==> src/rtl/playback_pkg.sv <==
// Constants, field layouts and carrier types of the playback control bank.
// Assumes a 100 MHz reference clock and 8-bit registers on 32-bit words.
package playback_pkg;

	localparam int CLK_PERIOD_NS = 10;
	localparam int ZC_MIN_TMO_NS = 2_500_000;
	localparam int ZC_MIN_TMO_CYC = ZC_MIN_TMO_NS / CLK_PERIOD_NS;

	localparam int ADDR_W   = 18;
	localparam int SAMPLE_W = 24;

	localparam logic [15:0] IDX_SPEAKER = 16'h4027;
	localparam logic [15:0] IDX_BEEP_ZC = 16'h4028;
	localparam logic [15:0] IDX_POWER   = 16'h4029;
	localparam logic [15:0] IDX_DAC     = 16'h402A;
	localparam logic [15:0] IDX_ATT_L   = 16'h402B;
	localparam logic [15:0] IDX_ATT_R   = 16'h402C;
	localparam logic [15:0] IDX_PADS    = 16'h402D;

	localparam int SPK_GAIN_LSB = 6;
	localparam int SPK_EN_BIT   = 0;
	localparam int ZC_TMO_LSB   = 3;
	localparam int ZC_EN_BIT    = 0;
	localparam int SPK_BIAS_LSB = 6;
	localparam int DAC_BIAS_LSB = 4;
	localparam int BE_BIAS_LSB  = 2;
	localparam int BE_R_BIT     = 1;
	localparam int BE_L_BIT     = 0;
	localparam int MONO_LSB     = 6;
	localparam int INVERT_BIT   = 5;
	localparam int DEEMPH_BIT   = 2;
	localparam int DAC_EN_LSB   = 0;

	localparam logic [7:0] RST_SPEAKER = 8'h00;
	localparam logic [7:0] RST_BEEP_ZC = 8'h19;
	localparam logic [7:0] RST_POWER   = 8'h00;
	localparam logic [7:0] RST_DAC     = 8'h00;
	localparam logic [7:0] RST_ATT     = 8'h00;
	localparam logic [7:0] RST_PADS    = 8'hFF;

	localparam int DEEMPH_SHIFT = 2;

	typedef enum logic [1:0] {
		MONO_STEREO = 2'h0,
		MONO_LEFT   = 2'h1,
		MONO_RIGHT  = 2'h2,
		MONO_MIX    = 2'h3
	} mono_mode_t;

	typedef enum logic [2:0] {
		BIAS_NORMAL,
		BIAS_POWER_SAVE,
		BIAS_EXTREME_SAVE,
		BIAS_ENHANCED,
		BIAS_RESERVED
	} bias_mode_t;

	typedef struct packed {
		logic signed [SAMPLE_W-1:0] left;
		logic signed [SAMPLE_W-1:0] right;
	} stereo_t;

	typedef struct packed {
		logic [1:0] spk_gain;
		logic       spk_en;
		bias_mode_t spk_bias;
		bias_mode_t dac_bias;
		bias_mode_t be_bias;
		logic       be_right_en;
		logic       be_left_en;
		logic       dac_right_en;
		logic       dac_left_en;
		logic       deemph_en;
		mono_mode_t mono;
		logic [7:0] att_left;
		logic [7:0] att_right;
		logic [3:0] pull_up;
		logic [3:0] pull_down;
	} playback_ctrl_t;

endpackage

==> src/rtl/playback_path_control_bank.sv <==
// Playback control bank: registers, beep zero-cross timing, DAC routing.
// Assumes an Avalon-MM master, a one-cycle frame tick and beep strobes
// synchronous to ref_clk.
//
// Overview of operation
// [RQ1] Pending beep gain waits for zero cross at most 20/10/5/2.5 ms.
// [RQ2] One bit enables the zero-cross detector; resets enabled, timeout 11.
// [RQ3] Speaker gain codes give 0, 2, 4, 6 dB; gain and enable reset off.
// [RQ4] Bit 1 enables right back end, bit 0 left; both reset off.
// [RQ5] Speaker bias 00 normal, 01 power saving, 10 enhanced; resets 00.
// [RQ6] DAC and back-end bias 00 normal, 01 extreme, 10 power saving.
// [RQ7] Mono mode 00 sends each channel to its own output; reset value.
// [RQ8] Mono mode 01 sends left input to both outputs.
// [RQ9] Mono mode 10 sends right input to both outputs.
// [RQ10] Mono mode 11 sends the left and right mix to both outputs.
// [RQ11] Polarity bit inverts DAC output when set; resets clear.
// [RQ12] De-emphasis bit inserts a de-emphasis filter; resets off.
// [RQ13] DAC enable field switches left and right DACs; resets both off.
// [RQ14] Eight-bit attenuation per channel, 0.375 dB per code, resets zero.
// [RQ15] Applied attenuation moves one step per audio frame toward target.
// [RQ16] Four pad pull fields: 00 up, 10 none, 11 down; reset 11.
// [RQ17] Enabled detector applies beep gain at crossing or timeout first.
// [RQ18] Disabled detector applies beep gain immediately after the write.
// [RQ19] Bias code 11 is enhanced for DAC and back end, reserved for speaker.
`timescale 1ns/1ps

module playback_path_control_bank
	import playback_pkg::*;
#(
	parameter int ZC_BASE_CYC = ZC_MIN_TMO_CYC
) (
	input  wire logic              ref_clk,         // 100 MHz clock
	input  wire logic              resetn,          // async reset
	input  wire logic [ADDR_W-1:0] avs_address,     // byte address
	input  wire logic              avs_read,        // read request
	input  wire logic              avs_write,       // write request
	input  wire logic [31:0]       avs_writedata,   // write data
	input  wire logic [3:0]        avs_byteenable,  // byte lanes
	output logic [31:0]            avs_readdata,    // read data
	output logic                   avs_waitrequest, // stall
	input  wire logic              beep_gain_req,   // gain change pulse
	input  wire logic              beep_zero_cross, // crossing pulse
	output logic                   beep_gain_apply, // apply pulse
	input  wire logic              frame_tick,      // one per frame
	input  wire stereo_t           pcm_in,          // samples in
	output stereo_t                pcm_out,         // samples out
	output playback_ctrl_t         ctrl             // decoded controls
);

	typedef enum logic {ZC_IDLE, ZC_WAIT} zc_state_t;

	logic             rst_meta_q;
	logic             rst_n;
	logic [7:0]       spk_q;
	logic [7:0]       zc_q;
	logic [7:0]       pwr_q;
	logic [7:0]       dac_q;
	logic [7:0]       pad_q;
	logic [7:0]       att_tgt_q [2];
	logic [7:0]       att_app_q [2];
	logic             wait_q;
	logic [31:0]      rdata_q;
	logic             wr_fire;
	logic [15:0]      idx;
	zc_state_t        zc_state_q;
	logic [31:0]      zc_cnt_q;
	logic [31:0]      zc_lim_q;
	logic             apply_q;
	stereo_t          pcm_q;
	playback_ctrl_t   ctrl_q;
	logic signed [SAMPLE_W-1:0] src   [2];
	logic signed [SAMPLE_W-1:0] emph_q [2];
	logic signed [SAMPLE_W:0]   mix;

	function automatic logic [15:0] word_index(logic [ADDR_W-1:0] a);
		return a[ADDR_W-1:2];
	endfunction

	function automatic bias_mode_t bias_decode(logic [1:0] c, logic spk);
		unique case (c)
			2'h0: return BIAS_NORMAL;
			2'h1: return spk ? BIAS_POWER_SAVE : BIAS_EXTREME_SAVE;
			2'h2: return spk ? BIAS_ENHANCED : BIAS_POWER_SAVE;
			2'h3: return spk ? BIAS_RESERVED : BIAS_ENHANCED;
		endcase
	endfunction

	// Timeout doubles for each code step below the shortest one.
	function automatic logic [31:0] zc_limit(logic [1:0] code);
		logic [31:0] base;
		base = 32'(ZC_BASE_CYC);
		return base << (2'h3 - code);
	endfunction

	// Reset release goes through two flops so every flop leaves reset
	// on the same edge.
	always_ff @(posedge ref_clk or negedge resetn) begin
		if (!resetn) begin
			rst_meta_q <= 1'b0;
			rst_n      <= 1'b0;
		end else begin
			rst_meta_q <= 1'b1;
			rst_n      <= rst_meta_q;
		end
	end

	assign idx     = word_index(avs_address);
	assign wr_fire = avs_write && !wait_q && avs_byteenable[0];

	// Every access takes exactly one wait cycle.
	always_ff @(posedge ref_clk or negedge rst_n) begin
		if (!rst_n) begin
			wait_q <= 1'b1;
		end else if ((avs_read || avs_write) && wait_q) begin
			wait_q <= 1'b0;
		end else begin
			wait_q <= 1'b1;
		end
	end

	always_ff @(posedge ref_clk or negedge rst_n) begin
		if (!rst_n) begin
			rdata_q <= 32'h0000_0000;
		end else if (avs_read && wait_q) begin
			unique case (idx)
				IDX_SPEAKER: rdata_q <= {24'h000000, spk_q};
				IDX_BEEP_ZC: rdata_q <= {24'h000000, zc_q};
				IDX_POWER:   rdata_q <= {24'h000000, pwr_q};
				IDX_DAC:     rdata_q <= {24'h000000, dac_q};
				IDX_ATT_L:   rdata_q <= {24'h000000, att_tgt_q[0]};
				IDX_ATT_R:   rdata_q <= {24'h000000, att_tgt_q[1]};
				IDX_PADS:    rdata_q <= {24'h000000, pad_q};
				default:     rdata_q <= 32'h0000_0000;
			endcase
		end
	end

	// Reserved bits are stored as written; they steer nothing.
	always_ff @(posedge ref_clk or negedge rst_n) begin
		if (!rst_n) begin
			spk_q <= RST_SPEAKER; // RQ3
			zc_q  <= RST_BEEP_ZC; // RQ2
			pwr_q <= RST_POWER; // RQ4
			dac_q <= RST_DAC; // RQ7
			pad_q <= RST_PADS; // RQ16
			att_tgt_q[0] <= RST_ATT; // RQ14
			att_tgt_q[1] <= RST_ATT; // RQ14
		end else if (wr_fire) begin
			unique case (idx)
				IDX_SPEAKER: spk_q <= avs_writedata[7:0];
				IDX_BEEP_ZC: zc_q <= avs_writedata[7:0];
				IDX_POWER:   pwr_q <= avs_writedata[7:0];
				IDX_DAC:     dac_q <= avs_writedata[7:0];
				IDX_ATT_L:   att_tgt_q[0] <= avs_writedata[7:0];
				IDX_ATT_R:   att_tgt_q[1] <= avs_writedata[7:0];
				IDX_PADS:    pad_q <= avs_writedata[7:0];
				default:     ;
			endcase
		end
	end

	// Beep gain timing. A request that arrives while one is pending is
	// folded into it, since the gain lives outside this block.
	always_ff @(posedge ref_clk or negedge rst_n) begin
		if (!rst_n) begin
			zc_state_q <= ZC_IDLE;
			zc_cnt_q   <= 32'h0000_0000;
			zc_lim_q   <= 32'h0000_0001;
			apply_q    <= 1'b0;
		end else begin
			apply_q <= 1'b0;
			unique case (zc_state_q)
				ZC_IDLE: begin
					if (beep_gain_req && !zc_q[ZC_EN_BIT]) begin
						apply_q <= 1'b1; // RQ18
					end else if (beep_gain_req) begin
						zc_state_q <= ZC_WAIT;
						zc_cnt_q   <= 32'h0000_0000;
						zc_lim_q   <= zc_limit(zc_q[ZC_TMO_LSB+:2]); // RQ1
					end
				end
				ZC_WAIT: begin
					if (beep_zero_cross || !zc_q[ZC_EN_BIT] ||
					    zc_cnt_q == zc_lim_q - 32'h0000_0001) begin
						apply_q    <= 1'b1; // RQ17
						zc_state_q <= ZC_IDLE;
					end else begin
						zc_cnt_q <= zc_cnt_q + 32'h0000_0001; // RQ1
					end
				end
			endcase
		end
	end

	always_comb begin
		mix = (SAMPLE_W+1)'(pcm_in.left) + (SAMPLE_W+1)'(pcm_in.right);
		unique case (mono_mode_t'(dac_q[MONO_LSB+:2]))
			MONO_STEREO: begin
				src[0] = pcm_in.left; // RQ7
				src[1] = pcm_in.right; // RQ7
			end
			MONO_LEFT: begin
				src[0] = pcm_in.left; // RQ8
				src[1] = pcm_in.left; // RQ8
			end
			MONO_RIGHT: begin
				src[0] = pcm_in.right; // RQ9
				src[1] = pcm_in.right; // RQ9
			end
			MONO_MIX: begin
				src[0] = mix[SAMPLE_W:1]; // RQ10
				src[1] = mix[SAMPLE_W:1]; // RQ10
			end
		endcase
	end

	// Per channel: de-emphasis, slew, attenuation, polarity and enable.
	// Attenuation here uses whole 6 dB shifts (16 codes); the fine
	// 0.375 dB part is left to the analog gain that reads ctrl.
	for (genvar ch = 0; ch < 2; ch++) begin : g_chan
		logic signed [SAMPLE_W-1:0] filt;
		logic signed [SAMPLE_W-1:0] atten;
		logic signed [SAMPLE_W-1:0] shaped;
		logic signed [SAMPLE_W-1:0] step;

		assign step  = (src[ch] - emph_q[ch]) >>> DEEMPH_SHIFT;
		assign filt  = dac_q[DEEMPH_BIT] ? emph_q[ch] : src[ch]; // RQ12
		assign atten = filt >>> att_app_q[ch][7:4]; // RQ14
		// Negating full scale wraps; the attenuator lets it reach at any applied code below 16.
		assign shaped = dac_q[INVERT_BIT] ? -atten : atten; // RQ11

		always_ff @(posedge ref_clk or negedge rst_n) begin
			if (!rst_n) begin
				emph_q[ch] <= '0;
			end else if (frame_tick) begin
				emph_q[ch] <= emph_q[ch] + step; // RQ12
			end
		end

		always_ff @(posedge ref_clk or negedge rst_n) begin
			if (!rst_n) begin
				att_app_q[ch] <= RST_ATT;
			end else if (frame_tick) begin
				if (att_app_q[ch] < att_tgt_q[ch]) begin
					att_app_q[ch] <= att_app_q[ch] + 8'h01; // RQ15
				end else if (att_app_q[ch] > att_tgt_q[ch]) begin
					att_app_q[ch] <= att_app_q[ch] - 8'h01; // RQ15
				end
			end
		end

		// One process per half of the output word, so no flop has two drivers.
		if (ch == 0) begin : g_left
			always_ff @(posedge ref_clk or negedge rst_n) begin
				if (!rst_n) begin
					pcm_q.left <= '0;
				end else if (frame_tick) begin
					pcm_q.left <= dac_q[DAC_EN_LSB] ? shaped : '0; // RQ13
				end
			end
		end else begin : g_right
			always_ff @(posedge ref_clk or negedge rst_n) begin
				if (!rst_n) begin
					pcm_q.right <= '0;
				end else if (frame_tick) begin
					pcm_q.right <= dac_q[DAC_EN_LSB+1] ? shaped : '0; // RQ13
				end
			end
		end
	end

	// Pad p uses field [2p+1:2p]; reserved code 01 applies no pull.
	for (genvar p = 0; p < 4; p++) begin : g_pad
		always_ff @(posedge ref_clk or negedge rst_n) begin
			if (!rst_n) begin
				ctrl_q.pull_up[p]   <= 1'b0;
				ctrl_q.pull_down[p] <= 1'b1;
			end else begin
				ctrl_q.pull_up[p]   <= pad_q[2*p+:2] == 2'h0; // RQ16
				ctrl_q.pull_down[p] <= pad_q[2*p+:2] == 2'h3; // RQ16
			end
		end
	end

	always_ff @(posedge ref_clk or negedge rst_n) begin
		if (!rst_n) begin
			ctrl_q.spk_gain     <= 2'h0;
			ctrl_q.spk_en       <= 1'b0;
			ctrl_q.spk_bias     <= BIAS_NORMAL;
			ctrl_q.dac_bias     <= BIAS_NORMAL;
			ctrl_q.be_bias      <= BIAS_NORMAL;
			ctrl_q.be_right_en  <= 1'b0;
			ctrl_q.be_left_en   <= 1'b0;
			ctrl_q.dac_right_en <= 1'b0;
			ctrl_q.dac_left_en  <= 1'b0;
			ctrl_q.deemph_en    <= 1'b0;
			ctrl_q.mono         <= MONO_STEREO;
			ctrl_q.att_left     <= RST_ATT;
			ctrl_q.att_right    <= RST_ATT;
		end else begin
			ctrl_q.spk_gain <= spk_q[SPK_GAIN_LSB+:2]; // RQ3
			ctrl_q.spk_en   <= spk_q[SPK_EN_BIT]; // RQ3
			ctrl_q.spk_bias <= bias_decode(pwr_q[SPK_BIAS_LSB+:2],
				1'b1); // RQ5 RQ19
			ctrl_q.dac_bias <= bias_decode(pwr_q[DAC_BIAS_LSB+:2],
				1'b0); // RQ6 RQ19
			ctrl_q.be_bias  <= bias_decode(pwr_q[BE_BIAS_LSB+:2],
				1'b0); // RQ6 RQ19
			ctrl_q.be_right_en  <= pwr_q[BE_R_BIT]; // RQ4
			ctrl_q.be_left_en   <= pwr_q[BE_L_BIT]; // RQ4
			ctrl_q.dac_right_en <= dac_q[DAC_EN_LSB+1]; // RQ13
			ctrl_q.dac_left_en  <= dac_q[DAC_EN_LSB]; // RQ13
			ctrl_q.deemph_en    <= dac_q[DEEMPH_BIT]; // RQ12
			ctrl_q.mono         <= mono_mode_t'(dac_q[MONO_LSB+:2]);
			ctrl_q.att_left     <= att_app_q[0]; // RQ14
			ctrl_q.att_right    <= att_app_q[1]; // RQ14
		end
	end

	assign avs_readdata    = rdata_q;
	assign avs_waitrequest = wait_q;
	assign beep_gain_apply = apply_q;
	assign pcm_out         = pcm_q;
	assign ctrl            = ctrl_q;
endmodule

==> config.mk <==
export PLATFORM = sky130hd
export DESIGN_NAME = playback_path_control_bank
export DESIGN_NICKNAME = d
export VERILOG_FILES = /design/src/rtl/playback_pkg.sv /design/src/rtl/playback_path_control_bank.sv
export SDC_FILE = /design/constraint.sdc
export NUM_CORES = 1
export LEC_CHECK = 0
export ABC_AREA = 1
export BUFFER_PORTS_ARGS = -buffer_cell sky130_fd_sc_hd__buf_2
export CELL_PAD_IN_SITES_DETAIL_PLACEMENT = 0
export CELL_PAD_IN_SITES_GLOBAL_PLACEMENT = 2
export CORE_UTILIZATION = 35
export DETAILED_ROUTE_END_ITERATION = 8
export PLACE_DENSITY_LB_ADDON = 0.1
export SLEW_MARGIN = 20
export SYNTH_ARGS = -nofsm -noshare
export SYNTH_HDL_FRONTEND = slang
export SYNTH_SLANG_ARGS = --single-unit
==> constraint.sdc <==
create_clock -name ref_clk -period 15.3 [get_ports ref_clk]
set_clock_uncertainty 0.1 [all_clocks]
set_input_delay 1.53 -clock ref_clk [delete_from_list [all_inputs] [get_ports ref_clk]]
set_output_delay 1.53 -clock ref_clk [all_outputs]
set_load 0.01 [all_outputs]
==> flow_summary_export.csv <==
group,metric,value,unit
floorplan,rows,95,
global_route,grt_pass1_wl,126000,µm
final_layout,final_cell_mix,"nand2_1, nand3_1, inv_1, dfrtp_1, o21ai_0",
timing,finalMaxSlewViolations,0,
critical_path,max_stage_delay,0.49,ns
timing,hold_viol_final,0,
clock_network,postCtsResizedCells,0,
logic_synthesis,ys.flop_type,"dfrtp_1",
final_layout,n_antenna_cell,0,
logic_synthesis,ys_async_sr_fraction,1.00,
clock_network,cts_htree_levels,2,
detailed_routing,ant_nets,0,
logic_synthesis,synth_top_family_by_area,"simple AND/OR/NAND/NOR gates",
job,max_cap_violations,0,
clock_network,insertion_delay,0.57,ns
timing,setup_tns,0,ns
clock_network,path_clk_slew,0.06,ns
final_layout,nets,3898,
timing,period_share,0.462,
timing,worst_pin_slew,1.07,ns
clock_network,ctsHoldBuffers,0,
critical_path,path_common_cell,"nand2_1",
logic_synthesis,synth_area_leaders,"dfrtp_1, nand2_1, nand3_1",
floorplan,fp.dieH,264,µm
critical_path,cp_max_fo,4,
logic_synthesis,synthMuxAreaShare,0,
clock_network,cts_sinks,266,
critical_path,crit_slowest_cell,"o31ai_1",
floorplan,fp.coreArea,0.0674,mm²
critical_path,arrival,7.38,ns
global_route,overflow,0,
logic_synthesis,synth_xor_area_frac,0.0490,
pwr,p_per_area,199,mW/mm²
floorplan,die_area,0.0695,mm²
worst_hold_path,worstHoldPathType,"flip-flop to flip-flop",
logic_synthesis,synth-seq-area-share,0.279,
timing,post-route-min-period,7.07,ns
logic_synthesis,synth-seq-cells,266,
detailed_routing,drt-wirelength-per-cell,17.7,µm
logic_synthesis,synth_fa_ha_area_frac,0.0873,
logic_synthesis,synth_edf_count,0,
detailed_routing,via_count,23300,
global_route,antenna_found_initial,1,
logic_synthesis,synthCells,3504,
floorplan,die_x,264,µm
clock_network,cts_root_buf,"clkbuf_16",
clock_network,cts_tree,"done",
final_layout,final_common_cell,"nand2_1",
global_route,grt_pass1_vias,22600,
placed_design,port-buffer-count,178,
logic_synthesis,syn_area,0.0239,mm²
critical_path,crit_path_end_kind,"flip-flop",
global_route,grt_max_degree,107,
logic_synthesis,yosysUniqueCellTypes,73,
logic_synthesis,synth_top_area_cell,"dfrtp_1",
detailed_routing,post-route-drc-count,0,
timing,rsz0062_at_grt,"no",
worst_hold_path,min_from,"rst_meta_q",
logic_synthesis,yosys.area_share.simple,0.360,
pwr,ir_worst_vdd,90.6,µV
clock_network,ctsLongestPathBuffers,3,
detailed_routing,first_pass_iters,8,
placed_design,post-dp-hpwl,63200,µm
critical_path,worstPathRequired,15.60,ns
placed_design,routabilityCongestion,0.886,
logic_synthesis,syn_area_per_cell,6.83,µm²
critical_path,startpoint_type,"input port",
detailed_routing,drtIter0Drc,1555,
pwr,p_leak,13.4,nW
global_route,grt.total_usage,0.229,
critical_path,critical_path_class,"input port to flip-flop",
timing,worst_hold_slack,0.269,ns
timing,max_freq,141,MHz
detailed_routing,via_per_inst,5.14,
timing,slew_headroom,0.283,
final_layout,final_layout_size_suffix_gt1_frac,0.136,
logic_synthesis,synth_top_area_frac,0.260,
floorplan,initial_utilization,0.355,
floorplan,boundaryPins,234,
logic_synthesis,ys_warn_count,0,
critical_path,critical_path.startpoint,"pcm_in[24]",
logic_synthesis,synth-compound-area-share,0.131,
timing,finalSetupViolCount,0,
clock_network,cts-buffers-inserted,36,
run_status,outcome,"completed",
clock_network,cts_setup_buffers,0,
critical_path,reg2reg_from,"dac_q[6]",
final_layout,syn_to_final_growth,11.4,%
detailed_routing,wirelength,80100,µm
## stage by stage
step	total power, W	cell area, µm²	util	instances	worst slack [ns]
2_1_floorplan	0.00364	24000	-	3529	7.27
3_3_place_gp	0.00435	25400	0.378	4460	7.72
3_5_place_dp	0.00439	25400	0.378	4460	7.69
4_1_cts	0.00532	26700	0.396	4524	8.27
5_1_grt	0.00584	26700	0.396	4524	7.65
6_report	0.00530	26700	0.396	4524	8.23
## path summary, 6_finish.rpt
check / to / depth (start not counted) / slack (ns)
worst max-delay path: emph_q[46] / 32 / 8.23
worst min-delay path: rst_n / 0 / 0.27
worst max register to register: emph_q[21] / 31 / 8.81
worst min register to register: rst_n / 0 / 0.27
max in group asynchronous: pcm_out[25] / 2 / 12.43
min in group asynchronous: avs_readdata[0] / 0 / 0.35
## final cells by class
type                            instances  area, µm²
Clock buffer                           52       1050
Multi-Input combinational cell       2726      15100
Clock inverter                         12        174
Fill cell                            7164      40700
Sequential cell                       266       6690
Timing Repair Buffer                  198       1040
Tap cell                              873       1090
Inverter                              397       1490
## per-layer routing
metal	vias up	global-route usage	wire (µm)	part of all wire
met5	-	0	0	0
met4	0	0.0545	1700	0.021
met3	86	0.0256	3340	0.042
met2	487	0.354	34600	0.43
met1	10900	0.337	40500	0.51
li1	11800	-	-	-
## power by group
group / switching (W) / total, W / internal (W) / leakage, nW
combinational: 0.00217 / 0.00344 / 0.00127 / 9.35
sequential: 0.000151 / 0.000983 / 0.000832 / 3.45
clock: 0.000346 / 0.000877 / 0.000531 / 0.600
total: 0.00267 / 0.00530 / 0.00264 / 13.4
## registers in the layout (all words and copies together) (netlist names), 12 cells and up
signal and flops:
emph_q 48, pcm_out 48, ctrl 41, zc_cnt_q 32
att_app_q 16, att_tgt_q 16, zc_lim_q 12
## synthesized netlist by cell type, drive strengths merged, types with 2 or more instances
library cell,count
xor2,86
o221ai,3
a21oi,185
nor4,17
nand4,64
o31ai,20
nand3b,10
a22o,2
conb,2
nand3,495
inv,388
dfstp,17
a211oi,6
o21bai,8
o21a,5
nor2,166
a21boi,17
nor3,38
a31oi,12
o211ai,17
o21ai,248
a221oi,8
a22oi,2
and2,7
o22ai,8
dfrtp,249
or2,13
xnor2,48
buf,91
clkinv,9
fa,5
nand2,1043
clkbuf,49
ha,159
## critical path, delay by kind of cell
family	cells	cell delay, ns
simple gates	8	0.86
fa+ha+maj	3	1.08
xor+xnor	2	0.26
compound gates	14	3.10
buf+inv	5	0.53
## logic make-up (layout without fill, tap and decap cells)
logic type | count (synthesis) | count (layout)
other cells | 2 | 27
simple gates | 1855 | 1855
fa+ha+maj | 164 | 164
flops | 266 | 266
buf+inv | 537 | 659
compound gates | 546 | 546
xor+xnor | 134 | 134
Note: power is estimated with default switching activity, not from simulation.
